`config.mk`:
```
export PLATFORM = sky130hd
export DESIGN_NAME = lmec_top
export DESIGN_NICKNAME = d
export VERILOG_FILES = /design/src/core/lmec_pkg.sv /design/src/core/lmec_cnt_if.sv /design/src/core/lmec_counter.sv /design/src/core/lmec_top.sv
export VERILOG_INCLUDE_DIRS = /design/src /design/src/core
export SDC_FILE = /design/constraint.sdc
export NUM_CORES = 2
export LEC_CHECK = 0
export ABC_CLOCK_PERIOD_IN_PS = 10300
export CAP_MARGIN = 20
export CORE_MARGIN = 5
export CORE_UTILIZATION = 45
export CTS_CLUSTER_DIAMETER = 200
export DETAILED_ROUTE_END_ITERATION = 8
export DONT_BUFFER_PORTS = 1
export GPL_ROUTABILITY_DRIVEN = 0
export PLACE_DENSITY = 0.62
export RECOVER_POWER = 25
export SETUP_SLACK_MARGIN = 0.3
export SKIP_LAST_GASP = 1
export SLEW_MARGIN = 0
export SYNTH_ARGS = -nofsm -noshare
export SYNTH_HDL_FRONTEND = slang
export SYNTH_SLANG_ARGS = --single-unit
```
`constraint.sdc`:
```
create_clock -name clk -period 10.3 [get_ports clk]
set_input_delay 3.09 -clock clk [delete_from_list [all_inputs] [get_ports clk]]
set_output_delay 3.09 -clock clk [all_outputs]
set_load 0.1 [all_outputs]
```
`src/core/lmec_map.svh`:
```
// Constants for the limit monitor and event counter block.
// Notes on behaviour
// - three monitors, each enabled and variable-selectable
// - selectable variables are the active ones only
// - severity picks warning or warning plus interrupt
// - direction picks upper, lower or both
// - thresholds compared directly in variable units
// - hysteresis band suppresses violation chatter
// - violation registers only after response time
// - warning held for at least stop time
// - optional counters tally upper and lower separately
// - each counter warns at its comparison count
// - per counter severity: warning or plus interrupt
// - host resets counters; one event per interval
// - clearing a counter restarts accumulation at zero
// - separate acknowledge per message, no collective clear
`ifndef LMEC_MAP_SVH
`define LMEC_MAP_SVH

`define LMEC_NMON      3
`define LMEC_NVAR      4
`define LMEC_SELW      2
`define LMEC_VW        16
`define LMEC_TW        16
`define LMEC_CW        16

`define LMEC_SIDE_UP   0
`define LMEC_SIDE_LO   1

`define LMEC_TICK_US   1000
`define LMEC_CLK_MHZ   125
`define LMEC_TICK_CYC  (`LMEC_TICK_US * `LMEC_CLK_MHZ)

`define LMEC_RST_VAL   16'h0000
`define LMEC_RST_BIT   1'h0

`endif

```
`src/core/lmec_pkg.sv`:
```
// Types shared by the limit monitor and event counter modules.
package lmec_pkg;

	typedef enum logic [1:0] {
		LMEC_DIR_OFF  = 2'b00,
		LMEC_DIR_UP   = 2'b01,
		LMEC_DIR_LO   = 2'b10,
		LMEC_DIR_BOTH = 2'b11
	} lmec_dir_t;

	typedef enum logic {
		LMEC_SEV_WARN = 1'b0,
		LMEC_SEV_IRQ  = 1'b1
	} lmec_sev_t;

endpackage

```
`src/core/lmec_cnt_if.sv`:
```
// Interface between the monitor logic and one event counter.
`timescale 1ns/100ps
`include "lmec_map.svh"

interface lmec_cnt_if;
	logic                   en;
	logic                   evt;
	logic                   clr;
	logic                   ack;
	logic [`LMEC_CW-1:0]    cmp;
	logic [`LMEC_CW-1:0]    count;
	logic                   warn;

	modport cnt (
		input  en,
		input  evt,
		input  clr,
		input  ack,
		input  cmp,
		output count,
		output warn
	);

	modport ctl (
		output en,
		output evt,
		output clr,
		output ack,
		output cmp,
		input  count,
		input  warn
	);
endinterface // lmec_cnt_if

```
`src/core/lmec_counter.sv`:
```
// One cumulative violation counter with its comparison warning.
`timescale 1ns/100ps
`include "lmec_map.svh"

module lmec_counter (
	input  wire logic   clk,
	input  wire logic   nrst,
	lmec_cnt_if.cnt     port
);

	logic [`LMEC_CW-1:0]    count;
	logic                   fired;
	logic                   warn;
	wire                    at_max;
	wire                    bump;
	wire  [`LMEC_CW-1:0]    next_count;
	wire                    fire;

	assign at_max     = &count;
	assign bump       = port.en & port.evt & ~at_max;
	assign next_count = port.clr ? `LMEC_RST_VAL :
	                    bump     ? count + `LMEC_CW'(1) : count;
	// A comparison count of zero never fires, so a blank setting stays quiet.
	assign fire       = ~port.clr & ~fired & (port.cmp != `LMEC_RST_VAL) & (next_count >= port.cmp);

	always_ff @(posedge clk or negedge nrst) begin
		if (!nrst) begin
			count <= `LMEC_RST_VAL;
			fired <= `LMEC_RST_BIT;
			warn  <= `LMEC_RST_BIT;
		end else begin
			count <= next_count;
			fired <= port.clr ? 1'h0 : (fired | fire);
			warn  <= fire | (warn & ~port.ack);
		end
	end

	assign port.count = count;
	assign port.warn  = warn;

endmodule // lmec_counter

```
`src/core/lmec_top.sv`:
```
// Three limit monitors with hysteresis, response and stop timers, and event counters.
`timescale 1ns/100ps
`include "lmec_map.svh"

module lmec_top #(
	parameter int unsigned TICK_CYCLES = `LMEC_TICK_CYC
) (
	input  wire logic                                      clk,
	input  wire logic                                      nrst,
	input  wire logic [`LMEC_NVAR-1:0][`LMEC_VW-1:0]       var_value,
	input  wire logic [`LMEC_NVAR-1:0]                     var_active,
	input  wire logic [`LMEC_NMON-1:0]                     mon_enable,
	input  wire logic [`LMEC_NMON-1:0][`LMEC_SELW-1:0]     mon_sel,
	input  wire logic [`LMEC_NMON-1:0]                     mon_sev,
	input  wire logic [`LMEC_NMON-1:0][1:0]                mon_dir,
	input  wire logic [`LMEC_NMON-1:0][`LMEC_VW-1:0]       mon_upper,
	input  wire logic [`LMEC_NMON-1:0][`LMEC_VW-1:0]       mon_lower,
	input  wire logic [`LMEC_NMON-1:0][`LMEC_VW-1:0]       mon_hyst,
	input  wire logic [`LMEC_NMON-1:0][`LMEC_TW-1:0]       mon_resp,
	input  wire logic [`LMEC_NMON-1:0][`LMEC_TW-1:0]       mon_stop,
	input  wire logic [`LMEC_NMON-1:0]                     lim_ack,
	input  wire logic [`LMEC_NMON-1:0]                     cnt_enable,
	input  wire logic [`LMEC_NMON-1:0][1:0]                cnt_sev,
	input  wire logic [`LMEC_NMON-1:0][1:0][`LMEC_CW-1:0]  cnt_cmp,
	input  wire logic [`LMEC_NMON-1:0][1:0]                cnt_clr,
	input  wire logic [`LMEC_NMON-1:0][1:0]                cnt_ack,
	output logic      [`LMEC_NMON-1:0]                     lim_warn,
	output logic      [`LMEC_NMON-1:0]                     lim_irq,
	output logic      [`LMEC_NMON-1:0]                     lim_unack,
	output logic      [`LMEC_NMON-1:0][1:0]                lim_viol,
	output logic      [`LMEC_NMON-1:0][1:0][`LMEC_CW-1:0]  cnt_value,
	output logic      [`LMEC_NMON-1:0][1:0]                cnt_warn,
	output logic      [`LMEC_NMON-1:0][1:0]                cnt_irq
);

	// True when the programmed direction covers the given side.
	function automatic logic lmec_dir_has(input logic [1:0] dir, input logic side);
		lmec_pkg::lmec_dir_t d;
		d = lmec_pkg::lmec_dir_t'(dir);
		if (side == 1'h0) begin
			lmec_dir_has = (d == lmec_pkg::LMEC_DIR_UP) || (d == lmec_pkg::LMEC_DIR_BOTH);
		end else begin
			lmec_dir_has = (d == lmec_pkg::LMEC_DIR_LO) || (d == lmec_pkg::LMEC_DIR_BOTH);
		end
	endfunction

	// True when a severity setting asks for an interrupt as well as the warning.
	function automatic logic lmec_sev_irq(input logic sev);
		lmec_sev_irq = (lmec_pkg::lmec_sev_t'(sev) == lmec_pkg::LMEC_SEV_IRQ);
	endfunction

	localparam int unsigned TICK_LAST = (TICK_CYCLES > 1) ? TICK_CYCLES - 1 : 0;

	logic [31:0]                                    tick_cnt;
	logic                                           tick;
	wire                                            tick_wrap;

	wire  [`LMEC_NMON-1:0]                          next_lim_warn;
	wire  [`LMEC_NMON-1:0]                          next_lim_irq;
	wire  [`LMEC_NMON-1:0]                          next_lim_unack;
	wire  [`LMEC_NMON-1:0][1:0]                     next_lim_viol;
	wire  [`LMEC_NMON-1:0][1:0][`LMEC_CW-1:0]       next_cnt_value;
	wire  [`LMEC_NMON-1:0][1:0]                     next_cnt_warn;
	wire  [`LMEC_NMON-1:0][1:0]                     next_cnt_irq;

	// Timebase shared by every response and stop timer.
	assign tick_wrap = (tick_cnt >= TICK_LAST);

	always_ff @(posedge clk or negedge nrst) begin
		if (!nrst) begin
			tick_cnt <= 32'h00000000;
			tick     <= 1'h0;
		end else begin
			tick_cnt <= tick_wrap ? 32'h00000000 : tick_cnt + 32'h00000001;
			tick     <= tick_wrap;
		end
	end

	genvar i;
	genvar j;
	generate
		for (i = 0; i < `LMEC_NMON; i++) begin : g_mon
			wire [`LMEC_VW-1:0]   sel_val;
			wire                  sel_ok;
			wire [1:0]            rise;
			wire [1:0]            lvl;
			logic                 hold;
			logic [`LMEC_TW-1:0]  scnt;
			logic                 unack;
			wire                  any_rise;
			wire                  stop_done;
			wire                  lim_active;

			// An inactive variable is not on offer, so selecting it watches nothing.
			assign sel_val = var_value[mon_sel[i]];
			assign sel_ok  = mon_enable[i] & var_active[mon_sel[i]];

			for (j = 0; j < 2; j++) begin : g_side
				wire signed [`LMEC_VW+1:0] val;
				wire signed [`LMEC_VW+1:0] thr;
				wire signed [`LMEC_VW+1:0] hys;
				wire signed [`LMEC_VW+1:0] rel_thr;
				wire                       watch;
				wire                       trip;
				wire                       release_ok;
				wire                       next_cond;
				wire                       next_lvl;
				logic                      cond;
				logic                      lvl_q;
				logic [`LMEC_TW-1:0]       rcnt;

				assign val   = (`LMEC_VW+2)'($signed(sel_val));
				assign thr   = (j == `LMEC_SIDE_UP) ? (`LMEC_VW+2)'($signed(mon_upper[i]))
				                                    : (`LMEC_VW+2)'($signed(mon_lower[i]));
				// The band is unsigned, so it gets a zero on top before the sign extension.
				assign hys   = (`LMEC_VW+2)'($signed({1'h0, mon_hyst[i]}));
				assign watch = sel_ok & lmec_dir_has(mon_dir[i], 1'(j));
				// The wider width keeps threshold plus band from wrapping near the range ends.
				assign rel_thr    = (j == `LMEC_SIDE_UP) ? thr - hys : thr + hys;
				// Trip compares are strict, so a value equal to a threshold never trips.
				assign trip       = (j == `LMEC_SIDE_UP) ? (val > thr) : (val < thr);
				assign release_ok = (j == `LMEC_SIDE_UP) ? (val < rel_thr) : (val > rel_thr);
				assign next_cond  = watch & (trip | (cond & ~release_ok));
				assign next_lvl   = cond & (lvl_q | (rcnt >= mon_resp[i]));

				always_ff @(posedge clk or negedge nrst) begin
					if (!nrst) begin
						cond  <= 1'h0;
						lvl_q <= 1'h0;
						rcnt  <= `LMEC_RST_VAL;
					end else begin
						cond  <= next_cond;
						lvl_q <= next_lvl & next_cond;
						// The tick runs free, so a response of N ticks lasts between N-1 and N tick periods.
						// The count stops at its target, so a long violation never wraps it back below.
						if (!cond) begin
							rcnt <= `LMEC_RST_VAL;
						end else if (tick && (rcnt < mon_resp[i])) begin
							rcnt <= rcnt + `LMEC_TW'(1);
						end
					end
				end

				assign lvl[j]  = lvl_q;
				assign rise[j] = next_lvl & next_cond & ~lvl_q;

				// The counter sees only the rising edge of a registered violation, one event per episode.
				lmec_cnt_if cif ();
				assign cif.en  = cnt_enable[i];
				assign cif.evt = rise[j];
				assign cif.clr = cnt_clr[i][j];
				assign cif.ack = cnt_ack[i][j];
				assign cif.cmp = cnt_cmp[i][j];

				lmec_counter u_cnt (
					.clk  (clk),
					.nrst (nrst),
					.port (cif.cnt)
				);

				assign next_lim_viol[i][j]  = lvl_q;
				assign next_cnt_value[i][j] = cif.count;
				assign next_cnt_warn[i][j]  = cif.warn;
				assign next_cnt_irq[i][j]   = cif.warn & lmec_sev_irq(cnt_sev[i][j]);
			end

			// Either side registering anew restarts the stop hold and raises the acknowledge flag.
			assign any_rise  = |rise;
			assign stop_done = (scnt >= mon_stop[i]);

			// Stop timer restarts at every new registered violation.
			// A stop time of zero still holds the warning up to the next tick, never less.
			always_ff @(posedge clk or negedge nrst) begin
				if (!nrst) begin
					hold  <= 1'h0;
					scnt  <= `LMEC_RST_VAL;
					unack <= 1'h0;
				end else begin
					if (any_rise) begin
						hold <= 1'h1;
						scnt <= `LMEC_RST_VAL;
					end else if (hold && tick) begin
						if (stop_done) begin
							hold <= 1'h0;
						end else begin
							scnt <= scnt + `LMEC_TW'(1);
						end
					end
					unack <= any_rise | (unack & ~lim_ack[i]);
				end
			end

			// The monitor stays active while a violation stands or its stop hold runs.
			assign lim_active        = hold | (|lvl);
			assign next_lim_warn[i]  = lim_active;
			assign next_lim_irq[i]   = lim_active & lmec_sev_irq(mon_sev[i]);
			assign next_lim_unack[i] = unack;
		end
	endgenerate

	// All outputs are registered once more so that every port leaves a flip-flop.
	// The price is one more cycle of latency on every output against the internal state.
	always_ff @(posedge clk or negedge nrst) begin
		if (!nrst) begin
			lim_warn  <= '0;
			lim_irq   <= '0;
			lim_unack <= '0;
			lim_viol  <= '0;
			cnt_value <= '0;
			cnt_warn  <= '0;
			cnt_irq   <= '0;
		end else begin
			lim_warn  <= next_lim_warn;
			lim_irq   <= next_lim_irq;
			lim_unack <= next_lim_unack;
			lim_viol  <= next_lim_viol;
			cnt_value <= next_cnt_value;
			cnt_warn  <= next_cnt_warn;
			cnt_irq   <= next_cnt_irq;
		end
	end

endmodule // lmec_top

```
Yosys cells after proc, flatten, opt, wreduce, memory -nomap -nowiden
Index checks and enable logic that the tools add are counted. W data, S select, Z words.

Add/sub/neg operators: 22. Order comparisons: 37. Equality and inequality tests: 18. Muxes and demuxes: 61. Bitwise logic cells: 156. Reductions and logical operators: 45.

Operator list (number): $mux W16 (36); $add A16 B1 Y16 const B (15); $ge A16 B16 Y1 (15); $lt A16 B16 Y1 (9); $bmux W16 S2 (3); $reduce_and A16 Y1 (6); $reduce_bool A16 Y1 (6); $and A1 B1 Y1 (87); $add A16 B17 Y18 (3); $gt A16 B18 Y1 (3); $lt A16 B18 Y1 (3); $sub A16 B17 Y18 (3); $gt A16 B16 Y1 (3); $not A1 Y1 (39); $add A32 B1 Y32 const B (1); $ge A32 B17 Y1 const B (1); $mux W32 (1); $or A1 B1 Y1 (30); $mux W1 (18); $eq A2 B2 Y1 const B (6); $ne A2 B1 Y1 const B (6); $reduce_and A2 Y1 (6); $reduce_bool A2 Y1 (6); $reduce_or A2 Y1 (6); 6 further kinds (27).

Register bits: 426. Bits of input ports: 448. Output and inout port bits: 123. Logic and storage cells: 404.

Logic depth before layout (Yosys ltp)
Depth after elaboration: 17. Depth in mapped cells: 33. Depth with buffers taken out: 33.

Modules after synthesis
A second synthesis with hierarchy kept.

Cell total of the unflattened synthesis: 3822. Area, all modules: 34853.4 um2.

By module, submodules not included: lmec_top (instances 1, cells each 2810, area an instance 26243.9 um2, seq. area each 7957.6 um2); lmec_counter at g_mon[0].g_side[0].u_cnt ... (instances 5, cells each 171, area an instance 1443.9 um2, seq. area each 450.4 um2); lmec_counter at g_mon[2].g_side[1].u_cnt (instances 1, cells each 157, area an instance 1390.1 um2, seq. area each 450.4 um2).

Least setup slack after synthesis
No wires, ideal clock.

Path kind: input to register. Start: input mon_lower[16] in the netlist's numbering. End: register g_mon[1].g_side[1].u_cnt.fired. Setup time: 135 ps. Arrival time: 9118 ps. Data required time: 10165 ps. Setup slack: 1046 ps. Stages: 29. Buffers on the path: 0. Cell sequence: ha_1 > fa_1 > a211oi_1 > nor2_1 > or4b_1 > a311oi_1 > nor2_1 > or4_1 > a31oi_1 > o21ai_1 > xnor2_1 > ha_1 > a2111oi_0 > o21ai_0 > o22ai_1 > o2111ai_2 > nor2_1 > xnor2_1 > or2_2 > ha_1 > nand2b_1 > a21o_1 > a21o_1 > a21o_1 > a211o_1 > a21oi_1 > o21ai_0 > a21oi_1 > o21ai_0.

Cells in the longest elaborated chain, start to end: 16. Elaborated cells on any way between the ends: 17. Those cells by class: add/sub (1); order compare (3); mux (3); bitwise (10).

Ends and longest elaborated chain: from (decl) (RTL line lmec_top.sv:17) `` input wire logic [`LMEC_NMON-1:0][`LMEC_VW-1:0] mon_lower, ``; $add A16 B17 Y18 (RTL line lmec_top.sv:119) `` assign rel_thr = (j == `LMEC_SIDE_UP) ? thr - hys : thr + hys; ``; $gt A16 B18 Y1 (RTL line lmec_top.sv:122) `` assign release_ok = (j == `LMEC_SIDE_UP) ? (val < rel_thr) : (val > rel_thr); ``; $not A1 Y1 (RTL line lmec_top.sv:123) `assign next_cond = watch & (trip | (cond & ~release_ok));`; $and A1 B1 Y1 (RTL line lmec_top.sv:123); $or A1 B1 Y1 (*) (RTL line lmec_top.sv:123); $and A1 B1 Y1 (*) (RTL line lmec_top.sv:123); $and A1 B1 Y1 (*) (2 in series) (RTL line lmec_top.sv:145) `assign rise[j] = next_lvl & next_cond & ~lvl_q;`; $and A1 B1 Y1 (*) (2 in series) (RTL line lmec_counter.sv:20) `assign bump = port.en & port.evt & ~at_max;`; $mux W16 (*) (RTL line lmec_counter.sv:22) `` bump ? count + `LMEC_CW'(1) : count; ``; $mux W16 (*) (RTL line lmec_counter.sv:21) `` assign next_count = port.clr ? `LMEC_RST_VAL : ``; $ge A16 B16 Y1 (*) (RTL line lmec_counter.sv:24) `` assign fire = ~port.clr & ~fired & (port.cmp != `LMEC_RST_VAL) & (next_count >= port.cmp); ``; $and A1 B1 Y1 (*) (RTL line lmec_counter.sv:24); $or A1 B1 Y1 (*) (RTL line lmec_counter.sv:33) `fired <= port.clr ? 1'h0 : (fired | fire);`; $mux W1 (*) (RTL line lmec_counter.sv:33); to (signal assigned) (RTL line lmec_counter.sv:29) `` fired <= `LMEC_RST_BIT; ``; to (signal assigned) (RTL line lmec_counter.sv:33); to (decl) (RTL line lmec_counter.sv:12) `logic fired;`.

Mark *: on every way between the ends. The rest lies on a longest branch, timed or not. A chain may end at the register's enable or synchronous reset.

Worst setup path after layout
Start: input mon_upper[0] in the netlist's numbering. End: register g_mon[0].g_side[0].u_cnt.fired.

Cells in the longest elaborated chain, start to end: 16. Elaborated cells on any way between the ends: 17. Those cells by class: add/sub (1); order compare (3); mux (3); bitwise (10).

Ends and longest elaborated chain: from (decl) (RTL line lmec_top.sv:16) `` input wire logic [`LMEC_NMON-1:0][`LMEC_VW-1:0] mon_upper, ``; $sub A16 B17 Y18 (RTL line lmec_top.sv:119); $lt A16 B18 Y1 (RTL line lmec_top.sv:122); $not A1 Y1 (RTL line lmec_top.sv:123); $and A1 B1 Y1 (RTL line lmec_top.sv:123); $or A1 B1 Y1 (*) (RTL line lmec_top.sv:123); $and A1 B1 Y1 (*) (RTL line lmec_top.sv:123); $and A1 B1 Y1 (*) (2 in series) (RTL line lmec_top.sv:145); $and A1 B1 Y1 (*) (2 in series) (RTL line lmec_counter.sv:20); $mux W16 (*) (RTL line lmec_counter.sv:22); $mux W16 (*) (RTL line lmec_counter.sv:21); $ge A16 B16 Y1 (*) (RTL line lmec_counter.sv:24); $and A1 B1 Y1 (*) (RTL line lmec_counter.sv:24); $or A1 B1 Y1 (*) (RTL line lmec_counter.sv:33); $mux W1 (*) (RTL line lmec_counter.sv:33); to (signal assigned) (RTL line lmec_counter.sv:29); to (signal assigned) (RTL line lmec_counter.sv:33); to (decl) (RTL line lmec_counter.sv:12).

Marked as above.

==> metrics.cfg <==
[sta]
slew-limit-headroom_pct=5.52
rsz0062_at_grt=false
finClkSkew_ns=0.0200
fin_crit_ns=9.37
setup_viol=0
setup_tns_ns=0
finalMaxSlewViolations=0
tightest_slew_ns=1.42
timing.final.crit_share_pct=91.0
hold_viol=0
setup_ws_ns=0.927
fmax_mhz=107

[flow_run]
drv_cap=0

[worst_setup_path]
crit_required_ns=10.75
cp-start-kind=input pin
max_stage_delay_ns=0.56
crit_type=input pin to flip-flop
crit_slowest_cell=a22oi_1
cp.arrival_ns=9.83
critPathMaxFanout=7
endpoint_kind=flip-flop

[cells_and_area]
final_common_cell=ha_1
drive_above_1_share_pct=5.16
final_nets=4805
mostFrequentLayoutCells=ha_1, inv_1, dfrtp_1
synthToLayoutAreaGrowth_pct=8.46

[cts]
cts_inserted_buffers=52
htreeDepth=2
ctsResizeCount=0
hold_buffers=0
cts-root-buf=clkbuf_16
postCtsSetupRepairBufs=0
clk_latency_ns=0.58
tritoncts=done
clkTransAtPathRegs_ns=0.06
cts_sinks=426
clock_path_buffers=3

[grt]
antenna_found_initial=7
gr-usage-all-layers_pct=23.0
first_global_vias=26900
grt_pass1_wl_um=151000
overflow=0
grt_max_degree=427

[synth]
ys_seq_area_share_pct=31.1
ys_types=85
synthAdderAreaFrac_pct=20.7
synth.largest_area_cell=dfrtp_1
synth_compound_area_share_pct=14.1
synth_mux_area_share_pct=3.83
yosys.area_share.simple_pct=17.7
synth.top_cell.area_share_pct=31.1
syn_avg_cell_area_um2=9.09
ys.flop_type=dfrtp_1
synth_edf_count=0
synthXorXnorAreaFrac_pct=6.75
async_flop_share_pct=100
syn_area_um2=34300
synth_seq_cells=426
synth_top_family_by_area=adder cells
synthCells=3770
netlist_top_cells_area=dfrtp_1, ha_1, inv_1
yosysWarnings=0

[routing]
drc=0
first_pass_iters=5
antenna_left=0
avgRoutedWirePerCell_um=20.1
wl_um=97000
drt-initial-drc-count=1450
dr_total_vias=27300
via_per_inst=5.67

[die]
top_level_ports=571
die_h_um=286
fp.dieW_um=286
initial_core_util_pct=45.3
num_rows=101
core_area_um2=75700
die_area_um2=81800

[placement]
io_buffer_count=0
dp_slack_ns=0.242
hpwl_um=79500

[pwr]
powerDensity_nw_per_um2=118
vdd_ir_drop_max_mv=0.111
p_leak_nw=18.6
finalPower_mw=4.39

[run_status]
status=complete, no violations

[min_path]
hold_class=flip-flop to flip-flop

[flip-flops by register name (all words and copies together) (netlist names), 32 cells and up]
name / flops
tick_cnt: 32
g_mon.scnt: 48
g_mon.g_side.u_cnt.port.count: 96
cnt_value: 96
g_mon.g_side.rcnt: 96
[path summary, 6_finish.rpt]
check                                                           end  cells after the start  slack, ns                                    start
setup / recovery           g_mon[0].g_side[0].u_cnt.fired$_DFF_PN0_                     31       0.93                             mon_upper[0]
hold / removal                               lim_unack[1]$_DFF_PN0_                      0       0.37                 g_mon[1].unack$_DFF_PN0_
setup reg to reg           g_mon[0].g_side[0].u_cnt.fired$_DFF_PN0_                     19       5.30  g_mon[0].g_side[0].rcnt[10]$_DFFE_PN0P_
hold reg to reg                              lim_unack[1]$_DFF_PN0_                      0       0.37                 g_mon[1].unack$_DFF_PN0_
max in group asynchronous   g_mon[1].g_side[1].rcnt[12]$_DFFE_PN0P_                      0       6.95                                     nrst
min in group asynchronous        g_mon[2].g_side[1].lvl_q$_DFF_PN0_                      0       2.30                                     nrst
[metal layers]
layer	global-route usage [%]	routed length, um	vias up	share of wire, %
met5	0	34	-	0.035
met4	6.31	2830	4	2.9
met3	5.17	5830	143	6.0
met2	39.6	46700	621	48
met1	29.1	41600	13100	43
li1	-	-	13500	-
[layout make-up]
cell class                 instances  area (um^2)
multi-input combinational       2826        21700
clock inverter                    17          169
clock buffer                      77         1550
antenna                            2         5.00
timing repair buffer              18          131
tap                              978         1220
fill                            7174        38500
inverter                         471         1770
sequential                       426        10700
[Yosys cell counts (14+ instances only)]
library cell and count:
ha_1 556, inv_1 470, dfrtp_1 426, nor2_1 292
a21oi_1 213, nand2_1 182, xnor2_1 168, o21ai_0 140
nand3_1 131, a21o_1 110, xor2_1 96, nand4_1 93
nor3_1 81, and2_1 67, and3_1 62, nor4_1 57
mux4_2 51, clkbuf_1 49, o21a_1 46, nand2b_1 42
nor2b_1 40, or3_1 40, o31ai_1 22, a211oi_1 19
or4_1 19, a21boi_0 18, and4_1 18, or2_2 18
a211o_1 15, o211ai_1 14
[where the power goes]
part	leakage (nW)	total, mW	internal (mW)	switching, mW
logic	11.9	0.892	0.392	0.500
clock network	0.841	1.81	1.09	0.728
registers	5.81	1.69	1.68	0.00735
[kinds of logic (layout without fill, tap and decap cells)]
group / after synthesis / after routing
AND/OR/NAND/NOR: 1175 / 1175
AO/OA/AOI/OAI: 743 / 743
adder cells (fa/ha/maj): 562 / 562
buffers and inverters: 532 / 583
flip-flops: 426 / 426
XOR/XNOR: 264 / 264
multiplexers: 67 / 67
other: 1 / 17
[metrics by stage]
stage,cells,util (%),hold WS (ns),instance area (um^2)
detailed placement,4719,46.8,0.362,35500
floorplan,3784,-,0.354,34300
global placement,4719,46.8,0.361,35500
finish,4815,49.1,0.374,37200
CTS,4813,49.1,0.378,37200
global route,4814,49.1,0.381,37200
[critical path, delay by kind of cell]
| family | cells | cell delay [ns] |
|---|---|---|
| AOI/OAI and AO/OA | 19 | 4.27 |
| and+or+nand+nor | 5 | 1.09 |
| xor gates and xnor gates | 1 | 0.09 |
| adders and majority gates | 4 | 1.15 |
| buffers and inverters | 2 | 0.10 |
Power figures use the tool's default switching activity.
